## src/shared/dmacs_defines.svh

```systemverilog
`ifndef DMACS_DEFINES_SVH
`define DMACS_DEFINES_SVH

// Register index inside one channel window
`define DMACS_REG_CTRL 3'h0
`define DMACS_REG_REQSEL 3'h1
`define DMACS_REG_PSTART 3'h2
`define DMACS_REG_SSTART 3'h3
`define DMACS_REG_PADDR 3'h4
`define DMACS_REG_COUNT 3'h5

// Shared status register addresses
`define DMACS_ADDR_COLL 7'h40
`define DMACS_ADDR_PPST 7'h41

// Field positions
`define DMACS_FORCE_BIT 15
`define DMACS_REQNUM_MSB 6
`define DMACS_ON_BIT 15
`define DMACS_DIR_BIT 13
`define DMACS_HALF_BIT 12
`define DMACS_ADDRESSING_MODE_LSB 4
`define DMACS_MODE_LSB 0
`define DMACS_COUNT_MSB 9

// Reset values
`define DMACS_RESET_WORD 16'h0000
`define DMACS_RESET_COUNT 10'h000
`define DMACS_RESET_REQNUM 7'h00

// Addressing
`define DMACS_ADDRESSING_MODE_POSTINC 2'h0
`define DMACS_ADDR_STEP 16'h0002

`endif

```

## src/shared/dmacs_pkg.sv

```systemverilog
package dmacs_pkg;

    localparam int CHANNELS = 8;

    typedef struct packed {
        logic wr;
        logic rd;
        logic [6:0] addr;
        logic [15:0] wdata;
    } dmacs_bus_type;

    typedef struct packed {
        logic valid;
        logic [2:0] channel;
        logic to_periph;
        logic [15:0] ram_addr;
        logic [15:0] periph_addr;
    } dmacs_xfer_type;

    typedef struct packed {
        logic on;
        logic to_periph;
        logic half;
        logic [1:0] addressing_mode;
        logic [1:0] mode;
    } dmacs_ctrl_type;

    typedef enum logic [1:0] {
        DMACS_IDLE = 2'b01,
        DMACS_BUSY = 2'b10
    } dmacs_state_type;

endpackage

```

## src/logic/dmacs_top.sv

```systemverilog
`include "dmacs_defines.svh"

// Function
// (RULE1) A written force bit makes the enabled channel do exactly one transfer.
// (RULE2) With force clear, the selected peripheral request starts each transfer.
// (RULE3) Writing zero cannot clear force; hardware clears it after the forced transfer.
// (RULE4) Seven-bit request number picks one of 128 request lines.
// (RULE5) Each channel holds a 16-bit primary RAM start offset.
// (RULE6) Each channel holds a 16-bit secondary RAM start offset.
// (RULE7) Each channel holds a 16-bit peripheral address used for transfers.
// (RULE8) Software avoids writing peripheral address or count while channel is enabled.
// (RULE9) Ten-bit transfer count; each block moves count plus one transfers.
// (RULE10) Count bits 15-10 and request-select bits 14-7 read as zero.
// (RULE11) Peripheral write collision flag of channel n sits at status bit 8+n.
// (RULE12) RAM write collision flag of channel n sits at status bit n.
// (RULE13) Collision flags reset to zero, stay until cleared, software cannot set.
// (RULE14) All writable configuration fields reset to zero.
// (RULE15) A channel transfers only while its enable bit is set; a request already pending when it clears can still be granted.
// (RULE16) Ping-pong mode alternates primary and secondary offsets on successive blocks.
// (RULE17) Per-channel interrupt pulse at block end, or optionally at half block.
// (RULE18) Addressing mode 00 increments the RAM address after each transfer.
module dmacs_top (
    // Clock and reset
    input wire logic i_clock,
    input wire logic i_rst_n,
    // Register bus
    input wire dmacs_pkg::dmacs_bus_type i_bus,
    output logic [15:0] o_rdata,
    // Peripheral request lines
    input wire logic [127:0] i_periph_req,
    // Transfer port
    output dmacs_pkg::dmacs_xfer_type o_xfer,
    input wire logic i_xfer_ack,
    // Collision events
    input wire logic [7:0] i_periph_wcol,
    input wire logic [7:0] i_ram_wcol,
    // Block interrupt requests
    output logic [7:0] o_block_irq
);

    localparam int NCH = dmacs_pkg::CHANNELS;

    function automatic logic [7:0] ch_onehot(input logic [2:0] ch);
        ch_onehot = 8'h01 << ch;
    endfunction

    function automatic logic [2:0] lowest_set(input logic [7:0] v);
        logic [2:0] idx;
        idx = 3'h0;
        for (int i = NCH - 1; i >= 0; i--) begin
            if (v[i]) begin
                idx = 3'(i);
            end
        end
        lowest_set = idx;
    endfunction

    // Per-channel configuration
    dmacs_pkg::dmacs_ctrl_type ctrl_q [NCH];
    logic [6:0] reqnum_q [NCH];
    logic [NCH-1:0] force_q;
    logic [15:0] pstart_q [NCH];
    logic [15:0] sstart_q [NCH];
    logic [15:0] paddr_q [NCH];
    logic [9:0] count_q [NCH];

    // Shared status and outputs
    logic [15:0] coll_q;
    logic [15:0] rdata_q;
    logic [7:0] irq_q;
    dmacs_pkg::dmacs_xfer_type xfer_q;
    dmacs_pkg::dmacs_xfer_type xfer_d;
    dmacs_pkg::dmacs_state_type state_q;
    dmacs_pkg::dmacs_state_type state_d;

    // Channel status
    logic [NCH-1:0] pending;
    logic [NCH-1:0] pp_sel;
    logic [NCH-1:0] irq_vec;
    logic [NCH-1:0] oneshot_end;
    logic [NCH-1:0] sel_req;
    logic [15:0] ram_addr [NCH];
    logic [15:0] chan_rd [NCH];

    // Bus decode
    wire in_chan_win = !i_bus.addr[6];
    wire [2:0] bus_ch = i_bus.addr[5:3];
    wire [2:0] bus_reg = i_bus.addr[2:0];
    wire [7:0] wr_ch = (i_bus.wr && in_chan_win) ? ch_onehot(bus_ch) : 8'h00;
    wire wr_ctrl = bus_reg == `DMACS_REG_CTRL;
    wire wr_reqsel = bus_reg == `DMACS_REG_REQSEL;
    wire wr_pstart = bus_reg == `DMACS_REG_PSTART;
    wire wr_sstart = bus_reg == `DMACS_REG_SSTART;
    wire wr_paddr = bus_reg == `DMACS_REG_PADDR;
    wire wr_count = bus_reg == `DMACS_REG_COUNT;
    wire wr_coll = i_bus.wr && (i_bus.addr == `DMACS_ADDR_COLL);

    // Transfer completion per channel
    wire busy = state_q == dmacs_pkg::DMACS_BUSY;
    wire [7:0] done_vec = (busy && i_xfer_ack) ? ch_onehot(xfer_q.channel) : 8'h00;

    // Control word unpacked from write data
    dmacs_pkg::dmacs_ctrl_type ctrl_wr;
    assign ctrl_wr.on = i_bus.wdata[`DMACS_ON_BIT];
    assign ctrl_wr.to_periph = i_bus.wdata[`DMACS_DIR_BIT];
    assign ctrl_wr.half = i_bus.wdata[`DMACS_HALF_BIT];
    assign ctrl_wr.addressing_mode = i_bus.wdata[`DMACS_ADDRESSING_MODE_LSB +: 2];
    assign ctrl_wr.mode = i_bus.wdata[`DMACS_MODE_LSB +: 2];

    generate
        for (genvar g = 0; g < NCH; g++) begin : g_chan
            wire wr_here = wr_ch[g];
            wire force_set = wr_here && wr_reqsel && i_bus.wdata[`DMACS_FORCE_BIT];
            wire [15:0] ctrl_word = {ctrl_q[g].on, 1'b0, ctrl_q[g].to_periph, ctrl_q[g].half,
                                     6'h00, ctrl_q[g].addressing_mode, 2'h0, ctrl_q[g].mode};
            wire [15:0] reqsel_word = {force_q[g], 8'h00, reqnum_q[g]}; // [RULE10]
            wire [15:0] count_word = {6'h00, count_q[g]}; // [RULE10]

            assign sel_req[g] = i_periph_req[reqnum_q[g]]; // [RULE4]

            assign chan_rd[g] = wr_ctrl ? ctrl_word
                              : wr_reqsel ? reqsel_word
                              : wr_pstart ? pstart_q[g]
                              : wr_sstart ? sstart_q[g]
                              : wr_paddr ? paddr_q[g]
                              : wr_count ? count_word
                              : 16'h0000;

            // Write wins over the hardware stop of a one-shot channel
            always_ff @(posedge i_clock or negedge i_rst_n) begin
                if (!i_rst_n) begin
                    ctrl_q[g] <= '0; // [RULE14]
                end else if (wr_here && wr_ctrl) begin
                    ctrl_q[g] <= ctrl_wr;
                end else if (oneshot_end[g]) begin
                    ctrl_q[g].on <= 1'b0;
                end
            end

            // Only hardware clears force; a new set wins over that clear
            always_ff @(posedge i_clock or negedge i_rst_n) begin
                if (!i_rst_n) begin
                    force_q[g] <= 1'b0; // [RULE14]
                end else if (force_set) begin
                    force_q[g] <= 1'b1; // [RULE1] [RULE3]
                end else if (done_vec[g]) begin
                    force_q[g] <= 1'b0; // [RULE3]
                end
            end

            always_ff @(posedge i_clock or negedge i_rst_n) begin
                if (!i_rst_n) begin
                    reqnum_q[g] <= `DMACS_RESET_REQNUM; // [RULE14]
                end else if (wr_here && wr_reqsel) begin
                    reqnum_q[g] <= i_bus.wdata[`DMACS_REQNUM_MSB:0]; // [RULE4]
                end
            end

            always_ff @(posedge i_clock or negedge i_rst_n) begin
                if (!i_rst_n) begin
                    pstart_q[g] <= `DMACS_RESET_WORD; // [RULE14]
                    sstart_q[g] <= `DMACS_RESET_WORD;
                end else begin
                    if (wr_here && wr_pstart) begin
                        pstart_q[g] <= i_bus.wdata; // [RULE5]
                    end
                    if (wr_here && wr_sstart) begin
                        sstart_q[g] <= i_bus.wdata; // [RULE6]
                    end
                end
            end

            always_ff @(posedge i_clock or negedge i_rst_n) begin
                if (!i_rst_n) begin
                    paddr_q[g] <= `DMACS_RESET_WORD; // [RULE14]
                    count_q[g] <= `DMACS_RESET_COUNT;
                end else begin
                    if (wr_here && wr_paddr) begin
                        paddr_q[g] <= i_bus.wdata; // [RULE7]
                    end
                    if (wr_here && wr_count) begin
                        count_q[g] <= i_bus.wdata[`DMACS_COUNT_MSB:0]; // [RULE9]
                    end
                end
            end

            dmacs_channel u_channel (
                .i_clock(i_clock),
                .i_rst_n(i_rst_n),
                .i_ctrl(ctrl_q[g]),
                .i_pstart(pstart_q[g]),
                .i_sstart(sstart_q[g]),
                .i_count(count_q[g]),
                .i_force(force_q[g]),
                .i_req(sel_req[g]),
                .i_done(done_vec[g]),
                .o_pending(pending[g]),
                .o_ram_addr(ram_addr[g]),
                .o_pp_sel(pp_sel[g]),
                .o_irq(irq_vec[g]),
                .o_oneshot_end(oneshot_end[g])
            );
        end
    endgenerate

    // Fixed priority, channel 0 highest
    wire any_pending = |pending;
    wire [2:0] win_ch = lowest_set(pending);

    always_comb begin
        state_d = state_q;
        xfer_d = xfer_q;
        unique case (state_q)
            dmacs_pkg::DMACS_IDLE: begin
                if (any_pending) begin
                    xfer_d.valid = 1'b1;
                    xfer_d.channel = win_ch;
                    xfer_d.to_periph = ctrl_q[win_ch].to_periph;
                    xfer_d.ram_addr = ram_addr[win_ch]; // [RULE5] [RULE18]
                    xfer_d.periph_addr = paddr_q[win_ch]; // [RULE7]
                    state_d = dmacs_pkg::DMACS_BUSY;
                end
            end
            dmacs_pkg::DMACS_BUSY: begin
                if (i_xfer_ack) begin
                    xfer_d.valid = 1'b0;
                    state_d = dmacs_pkg::DMACS_IDLE;
                end
            end
            default: begin
                xfer_d.valid = 1'b0;
                state_d = dmacs_pkg::DMACS_IDLE;
            end
        endcase
    end

    always_ff @(posedge i_clock or negedge i_rst_n) begin
        if (!i_rst_n) begin
            state_q <= dmacs_pkg::DMACS_IDLE;
            xfer_q <= '0;
        end else begin
            state_q <= state_d;
            xfer_q <= xfer_d;
        end
    end

    // Collision flags: events set, writing 0 clears, set wins
    wire [15:0] coll_set = {i_periph_wcol, i_ram_wcol}; // [RULE11] [RULE12]
    wire [15:0] coll_keep = wr_coll ? i_bus.wdata : 16'hffff;
    wire [15:0] coll_d = coll_set | (coll_q & coll_keep); // [RULE13]

    always_ff @(posedge i_clock or negedge i_rst_n) begin
        if (!i_rst_n) begin
            coll_q <= `DMACS_RESET_WORD; // [RULE13]
        end else begin
            coll_q <= coll_d;
        end
    end

    // Read mux; unmapped addresses read zero
    wire [15:0] rdata_sel = in_chan_win ? chan_rd[bus_ch]
                          : (i_bus.addr == `DMACS_ADDR_COLL) ? coll_q // [RULE11] [RULE12]
                          : (i_bus.addr == `DMACS_ADDR_PPST) ? {8'h00, pp_sel}
                          : 16'h0000;

    always_ff @(posedge i_clock or negedge i_rst_n) begin
        if (!i_rst_n) begin
            rdata_q <= `DMACS_RESET_WORD;
            irq_q <= 8'h00;
        end else begin
            rdata_q <= i_bus.rd ? rdata_sel : 16'h0000;
            irq_q <= irq_vec; // [RULE17]
        end
    end

    assign o_rdata = rdata_q;
    assign o_xfer = xfer_q;
    assign o_block_irq = irq_q;

endmodule // dmacs_top

```

## src/logic/dmacs_channel.sv

```systemverilog
`include "dmacs_defines.svh"

module dmacs_channel (
    // Clock and reset
    input wire logic i_clock,
    input wire logic i_rst_n,
    // Configuration
    input wire dmacs_pkg::dmacs_ctrl_type i_ctrl,
    input wire logic [15:0] i_pstart,
    input wire logic [15:0] i_sstart,
    input wire logic [9:0] i_count,
    // Triggers and completion
    input wire logic i_force,
    input wire logic i_req,
    input wire logic i_done,
    // Status
    output logic o_pending,
    output logic [15:0] o_ram_addr,
    output logic o_pp_sel,
    output logic o_irq,
    output logic o_oneshot_end
);

    logic pending_q;
    logic pp_q;
    logic [9:0] done_cnt_q;
    logic [15:0] offset_q;

    // Forced request fires once; selected line only when not forced
    wire trig = i_ctrl.on && (i_force ? !pending_q : i_req); // [RULE1] [RULE2] [RULE15]
    wire block_end = i_done && (done_cnt_q == i_count); // [RULE9]
    wire half_point = done_cnt_q == (i_count >> 1);
    wire irq_point = i_ctrl.half ? half_point : (done_cnt_q == i_count);
    wire step = i_ctrl.addressing_mode == `DMACS_ADDRESSING_MODE_POSTINC;
    wire [15:0] base = pp_q ? i_sstart : i_pstart; // [RULE5] [RULE6] [RULE16]

    assign o_pending = pending_q;
    assign o_ram_addr = 16'(base + offset_q);
    assign o_pp_sel = pp_q;
    assign o_irq = i_done && irq_point; // [RULE17]
    assign o_oneshot_end = block_end && i_ctrl.mode[0] && (!i_ctrl.mode[1] || pp_q);

    always_ff @(posedge i_clock or negedge i_rst_n) begin
        if (!i_rst_n) begin
            pending_q <= 1'b0;
            pp_q <= 1'b0;
            done_cnt_q <= `DMACS_RESET_COUNT;
            offset_q <= `DMACS_RESET_WORD;
        end else if (!i_ctrl.on) begin // [RULE15]
            pending_q <= 1'b0;
            pp_q <= 1'b0;
            done_cnt_q <= `DMACS_RESET_COUNT;
            offset_q <= `DMACS_RESET_WORD;
        end else begin
            // A one-shot stop must not leave a stale request for the arbiter
            pending_q <= (trig && !o_oneshot_end) || (pending_q && !i_done); // [RULE15]
            if (i_done) begin
                done_cnt_q <= block_end ? `DMACS_RESET_COUNT : 10'(done_cnt_q + 10'h001); // [RULE9]
                offset_q <= block_end ? `DMACS_RESET_WORD
                          : (step ? 16'(offset_q + `DMACS_ADDR_STEP) : offset_q); // [RULE18]
                if (block_end && i_ctrl.mode[1]) begin
                    pp_q <= !pp_q; // [RULE16]
                end
            end
        end
    end

endmodule // dmacs_channel

```

## config.mk

```make
export PLATFORM = sky130hd
export DESIGN_NAME = dmacs_top
export DESIGN_NICKNAME = d
export VERILOG_FILES = /design/src/shared/dmacs_pkg.sv /design/src/logic/dmacs_top.sv /design/src/logic/dmacs_channel.sv
export VERILOG_INCLUDE_DIRS = /design/src /design/src/shared
export SDC_FILE = /design/constraint.sdc
export NUM_CORES = 2
export LEC_CHECK = 0
export BUFFER_PORTS_ARGS = -buffer_cell sky130_fd_sc_hd__buf_2
export CAP_MARGIN = 40
export CORE_MARGIN = 1
export CORE_UTILIZATION = 60
export CTS_CLUSTER_SIZE = 40
export DETAILED_ROUTE_END_ITERATION = 10
export GPL_TIMING_DRIVEN = 0
export PLACE_DENSITY = 0.77
export SLEW_MARGIN = 10
export SYNTH_ARGS = -nofsm -noshare
export SYNTH_HDL_FRONTEND = slang
export SYNTH_SLANG_ARGS = --single-unit
```

## constraint.sdc

```tcl
create_clock -name i_clock -period 4.9 [get_ports i_clock]
set_input_delay 0.245 -clock i_clock [delete_from_list [all_inputs] [get_ports i_clock]]
set_output_delay 0.245 -clock i_clock [all_outputs]
set_load 0.01 [all_outputs]
```

Yosys cells after proc, flatten, opt, wreduce, memory -nomap -nowiden
Cells that the tools add are included.
{ "totals": {"ff_bits": 887, "input_bits": 172, "wordCells": 685} }
{ "classes": {"add_sub_neg": 24, "order_cmp": 10, "eq_ne": 51, "shifts": 2, "muxes": 241, "bitwise_logic": 4, "n_reduce_logical": 224} }
{ "op_table": {"columns": ["cell", "n"], "rows": [
  ["$mux 16", 90],
  ["$mux 10", 32],
  ["$bmux 16 s3", 3],
  ["$add 16x16->16", 8],
  ["$add 16x2->16 const B", 8],
  ["$logic_and 1x1->1", 123],
  ["$mux 1", 89],
  ["$add 10x1->10 const B", 8],
  ["$eq 10x10->1", 8],
  ["$eq 10x9->1", 8],
  ["$lt 7x8->1 const B", 8],
  ["$bmux 1 s7", 8],
  ["$logic_not 1->1", 41],
  ["$mux 37", 1],
  ["$reduce_and 2->1", 18],
  ["$ne 2x1->1 const B", 16],
  ["$reduce_bool 2->1", 16],
  ["$mux 3", 8],
  ["$mux 8", 3],
  ["$ne 3x1->1 const B", 8],
  ["$bmux 7 s3", 1],
  ["$and 16x16->16", 1],
  ["$logic_not 2->1", 8],
  ["$logic_or 1x1->1", 16],
  ["other kinds (17)", 26]
]} }

Depth between registers and ports, before layout
{ "depth": {"ltp_word": 14, "mapped_depth": 12} }

Modules after synthesis
Synthesis repeated with hierarchy kept, for this count alone.
{ "hier_totals": {"cells_unflattened": 5613, "hier_area_um2": 60488.0} }
{ "by_module_without_submodules": {"columns": ["module", "instances", "cells_each", "area_per_inst_um2"], "rows": [
  ["dmacs_top", 1, 3416, 40889.2],
  ["dmacs_channel (g_chan[0].u_channel ...)", 5, 281, 2517.4],
  ["dmacs_channel (g_chan[1].u_channel)", 1, 260, 2379.8],
  ["dmacs_channel (g_chan[7].u_channel)", 1, 272, 2359.8],
  ["dmacs_channel (g_chan[6].u_channel)", 1, 260, 2272.2]
]} }

Worst setup path before layout
No wires, ideal clock.
{ "synth_path": {"path_kind": "reg2reg", "startpoint": "reg g_chan[5].u_channel.pp_q", "endpoint": "reg xfer_q (netlist bit o_xfer[31])", "setup_time_ns": 0.122, "arrival_ns": 3.375, "slack_ns": 1.404, "stages_incl_launch_ff": 13, "n_path_buf": 2, "synth_period_minus_slack_ns": 3.496, "path_cell_list": "dfrtp_1 clkbuf_1 clkbuf_1 mux2_2 ha_1 nor3_1 nor3_1 a211oi_1 o21ai_0 a21o_1 mux2i_1 a211o_1 a32o_1"} }
{ "synth_via": {"elab_chain_len": 5} }
{ "synth_lines": {"columns": ["item", "line", "source"], "rows": [
  ["from (decl)", "dmacs_channel.sv:25", "logic pp_q;"],
  ["from (signal assigned)", "dmacs_channel.sv:62", "pp_q <= !pp_q;"],
  ["$mux 16", "dmacs_channel.sv:35", "wire [15:0] base = pp_q ? i_sstart : i_pstart;"],
  ["$add 16x16->16", "dmacs_channel.sv:38", "assign o_ram_addr = 16'(base + offset_q);"],
  ["$bmux 16 s3", "dmacs_top.sv:219", "xfer_d.ram_addr = ram_addr[win_ch];"],
  ["$mux 16 (implied by the code) (2 in series)", "dmacs_top.sv:219", null],
  ["to (signal assigned)", "dmacs_top.sv:243", "xfer_q <= xfer_d;"],
  ["to (decl)", "dmacs_top.sv:71", "dmacs_pkg::dmacs_xfer_type xfer_q;"]
]} }
Every way passes these cells. The select of a mux whose other input is x is not followed.
A chain may end at the register's enable or synchronous reset.

Worst setup path after layout
{ "layout_path": {"startpoint": "reg g_chan[2].u_channel.pp_q", "endpoint": "reg xfer_q (netlist bit o_xfer[21])"} }
{ "layout_via": {"elab_chain_len": 5} }
{ "layout_lines": {"columns": ["item", "line"], "rows": [
  ["from (decl)", "dmacs_channel.sv:25"],
  ["from (signal assigned)", "dmacs_channel.sv:62"],
  ["$mux 16", "dmacs_channel.sv:35"],
  ["$add 16x16->16", "dmacs_channel.sv:38"],
  ["$bmux 16 s3", "dmacs_top.sv:219"],
  ["$mux 16 (implied by the code) (2 in series)", "dmacs_top.sv:219"]
]} }
Every way passes these cells. The select of a mux whose other input is x is not followed.

==> impl_metrics.ini <==
[cells_and_area]
drive_gt1_share_pct = 28.2
final_area_mm2 = 0.0658
fill_cells = 7324
area_delta_synth_final_pct = 13.0
layout.nets = 5959
final_cells = 7016

[power]
ir_drop_mv = 0.301
p_per_area_mw_per_mm2 = 343
leakagePower_nw = 28.9

[setup_path]
required_ps = 5510
critPathLaunchType = register
timing.rr.end = o_xfer[21]$_DFFE_PN0P_
path_common_cell = clkbuf_1
cp_slowest_cell = clkbuf_1
critPathKind = reg2reg
ff2ff_setup_slack_ps = -5
cp_cell_sequence = clkbuf_1, clkbuf_1, mux2_2, ha_1, and3_1, a221o_1, nor3b_1, a211oi_1, nor3_1, a31oi_1, o21ai_0
startpoint = g_chan[2].u_channel.o_pp_sel$_DFFE_PN0P_
critPathArrivalTime_ps = 5510
endpoint_kind = register
cp_slowest_stage_delay_ps = 760
worstSetupEndpoint = o_xfer[21]$_DFFE_PN0P_
path_max_fanout = 10
worst-r2r-cell-count = 11
r2r_start = g_chan[2].u_channel.o_pp_sel$_DFFE_PN0P_

[floorplanning]
die_h_um = 313
ioPinCount = 233
initial_core_util_pct = 60.9
dieArea_mm2 = 0.0982
rows = 113
die_w_um = 313
coreArea_mm2 = 0.0956

[timing]
min_period_ps = 4900
relSlewSlack_pct = 30.1
fmax_ghz = 0.204
period_share_pct = 100
tightestPinTransition_ps = 1050
slew_viol_final = 0
setup_viol = 1
setup_slack_ps = -4.92
timing.hold.ws_ps = 54.3
rsz0062_at_grt = false
hold_violations = 0
fin_skew_ps = 44.7

[logic_synthesis]
synth_top_area_share_pct = 37.8
synthCells = 5221
yosys.cell_count.top_type = dfrtp_1
ys_types = 87
syn_area_per_cell_um2 = 11.1
asyncSetResetFlopFracSynth_pct = 100
ys_ff_latch = 879
ys_top_cells_by_count = 878 x dfrtp_1, 664 x mux2_2, 444 x nand2_1
syn-num-nets = 5521
syn_area_mm2 = 0.0582
synth_largest_area_cell = dfrtp_1
synth_edf_count = 0
ys_seq_area_share_pct = 37.8
synthTopCellsByArea = dfrtp_1 38%, mux4_2 14%, mux2_2 13%
synth_flop_cell = dfrtp_1
yosys_warnings = 0

[clock_tree]
cts_buffers = 98
clockBufferDepth = 3
cts_tree = yes
clock_sink_count = 879
htree_levels = 3
clock_latency_ps = 710
cts-root-buf = clkbuf_16
cts.reportedPaths.clkPinSlew_ps = 60

[global_route]
grt.total_usage_pct = 49.9
grt-ovfl-total = 0
grt_pass1_vias = 48800
grt_pass1_wl_um = 348000
grt_max_degree = 111
antenna_found_initial = 19

[min_path]
worstHoldPathCells = 3
hold_path_class = in2reg

[route]
wl_per_cell_um = 35.2
via_per_inst = 7.32
first_pass_iters = 10
finalWirelength_um = 247000
ant_nets = 0
via_count = 51400
drc_errors = 2
dr.first_iter.drc_count = 8252

[placed_design]
globalplace.congestion = 1.09
pre_cts_ws_ps = 172
dpl.cell_count = 6788
dp_hpwl_um = 188000
postPlaceCellArea_mm2 = 0.0619
io_buffer_count = 223

[job]
maxCapViolCount = 0

[status]
status = finished with violations
violations = design-rule violations, negative setup slack
[metrics by stage]
stage / util [%] / power (mW) / TNS (ps)
finish: 68.8 / 22.5 / -4.92
global placement: 63.7 / 13.8 / -
CTS: 68.7 / 22.0 / 0
detailed placement: 64.8 / 14.1 / 0
floorplan: - / 11.3 / 0
global route: 68.8 / 22.8 / 0
[registers in the layout (all words and copies together), names as in the netlist, 56 cells and up]
register	count
paddr_q	128
pstart_q	128
sstart_q	128
g_chan.u_channel.offset_q	120
count_q	80
g_chan.u_channel.done_cnt_q	80
ctrl_q	56
g_chan.reqsel_word	56
[logic make-up (layout without fill, tap and decap cells)]
family / Yosys count / count (layout) / share of synthesized area [%]
AOI/OAI and AO/OA: 870 / 870 / 9.80
xor gates and xnor gates: 378 / 378 / 5.69
adders and majority gates: 128 / 128 / 2.75
buffers and inverters: 425 / 941 / 3.17
DFF: 879 / 879 / 37.8
muxes: 1230 / 1230 / 30.2
other: 0 / 14 / 0
and+or+nand+nor: 1311 / 1311 / 10.6
[power breakdown]
group	leakage, nW	switching (mW)	internal (mW)
Combinational	15.2	3.91	2.13
Sequential	11.9	0.615	7.79
Clock	1.69	3.26	4.83
[timing repair]
action,in CTS,in global routing
hold buffers,30,0
setup buffers,0,0
endpoints found under the hold margin,110,0
endpoints found under the setup margin,0,1
resized for setup,0,2
[critical path, delay by kind of cell, from the launching register on]
family	cells	cell delay (ps)
and+or+nand+nor	3	1440
buffers and inverters	2	1220
AOI/OAI and AO/OA	4	970
muxes	1	500
DFF	1	340
adders and majority gates	1	340
[placed cells by master, fill, tap and decap left out, drive strengths merged, types with 15 or more instances in the layout]
| master | synthesis | routed |
|---|---|---|
| dlygate4sd3 | 0 | 30 |
| buf | 134 | 442 |
| a211oi | 28 | 28 |
| mux2 | 664 | 664 |
| a311oi | 38 | 38 |
| a21o | 21 | 21 |
| nand4 | 80 | 80 |
| dfrtp | 878 | 878 |
| mux4 | 352 | 352 |
| nor4 | 23 | 23 |
| mux2i | 214 | 214 |
| o21a | 15 | 15 |
| or3 | 32 | 32 |
| a22oi | 39 | 39 |
| xor2 | 220 | 220 |
| nand3 | 166 | 166 |
| nor2b | 26 | 26 |
| a21oi | 169 | 169 |
| xnor2 | 158 | 158 |
| a221oi | 37 | 37 |
| nor3 | 42 | 42 |
| clkbuf | 238 | 384 |
| nand2b | 41 | 41 |
| o22ai | 25 | 25 |
| o211ai | 41 | 41 |
| and3 | 57 | 57 |
| a21boi | 16 | 16 |
| ha | 128 | 128 |
| a31oi | 46 | 46 |
| nand2 | 448 | 448 |
| o221ai | 24 | 24 |
| o21ai | 270 | 270 |
| inv | 53 | 59 |
| nor2 | 329 | 329 |
[final cells by class]
cell class / count / area (µm²) / share of cell area [%]
multi-input combinational: 3917 / 34400 / 52.3
clock buffer: 147 / 2910 / 4.43
antenna: 14 / 35.0 / 0.0533
sequential: 879 / 22000 / 33.5
timing repair buffer: 339 / 2470 / 3.76
buffer: 371 / 1650 / 2.51
inverter: 53 / 199 / 0.303
tap: 1265 / 1580 / 2.41
clock inverter: 31 / 533 / 0.811
[layer usage]
layer	wire (µm)	GRT usage [%]
met2	100000	69.5
met4	23900	37.6
met3	37200	20.5
met1	85800	62.0
met5	88	0
[how the worst min path moves through the flow]
stage / endpoint / startpoint
6_report: coll_q[8]$_DFF_PN0_ / i_bus[8]
5_1_grt: paddr_q[8]$_DFFE_PN0P_ / i_bus[8]
4_1_cts: o_rdata[10]$_DFF_PN0_ / i_bus[23]
3_5_place_dp: g_chan[5].u_channel.offset_q[11]$_DFFE_PN0P_ / i_rst_n
3_3_place_gp: o_xfer[18]$_DFFE_PN0P_ / o_xfer[18]$_DFFE_PN0P_
2_1_floorplan: coll_q[0]$_DFF_PN0_ / i_rst_n
Power figures use the tool's default switching activity.
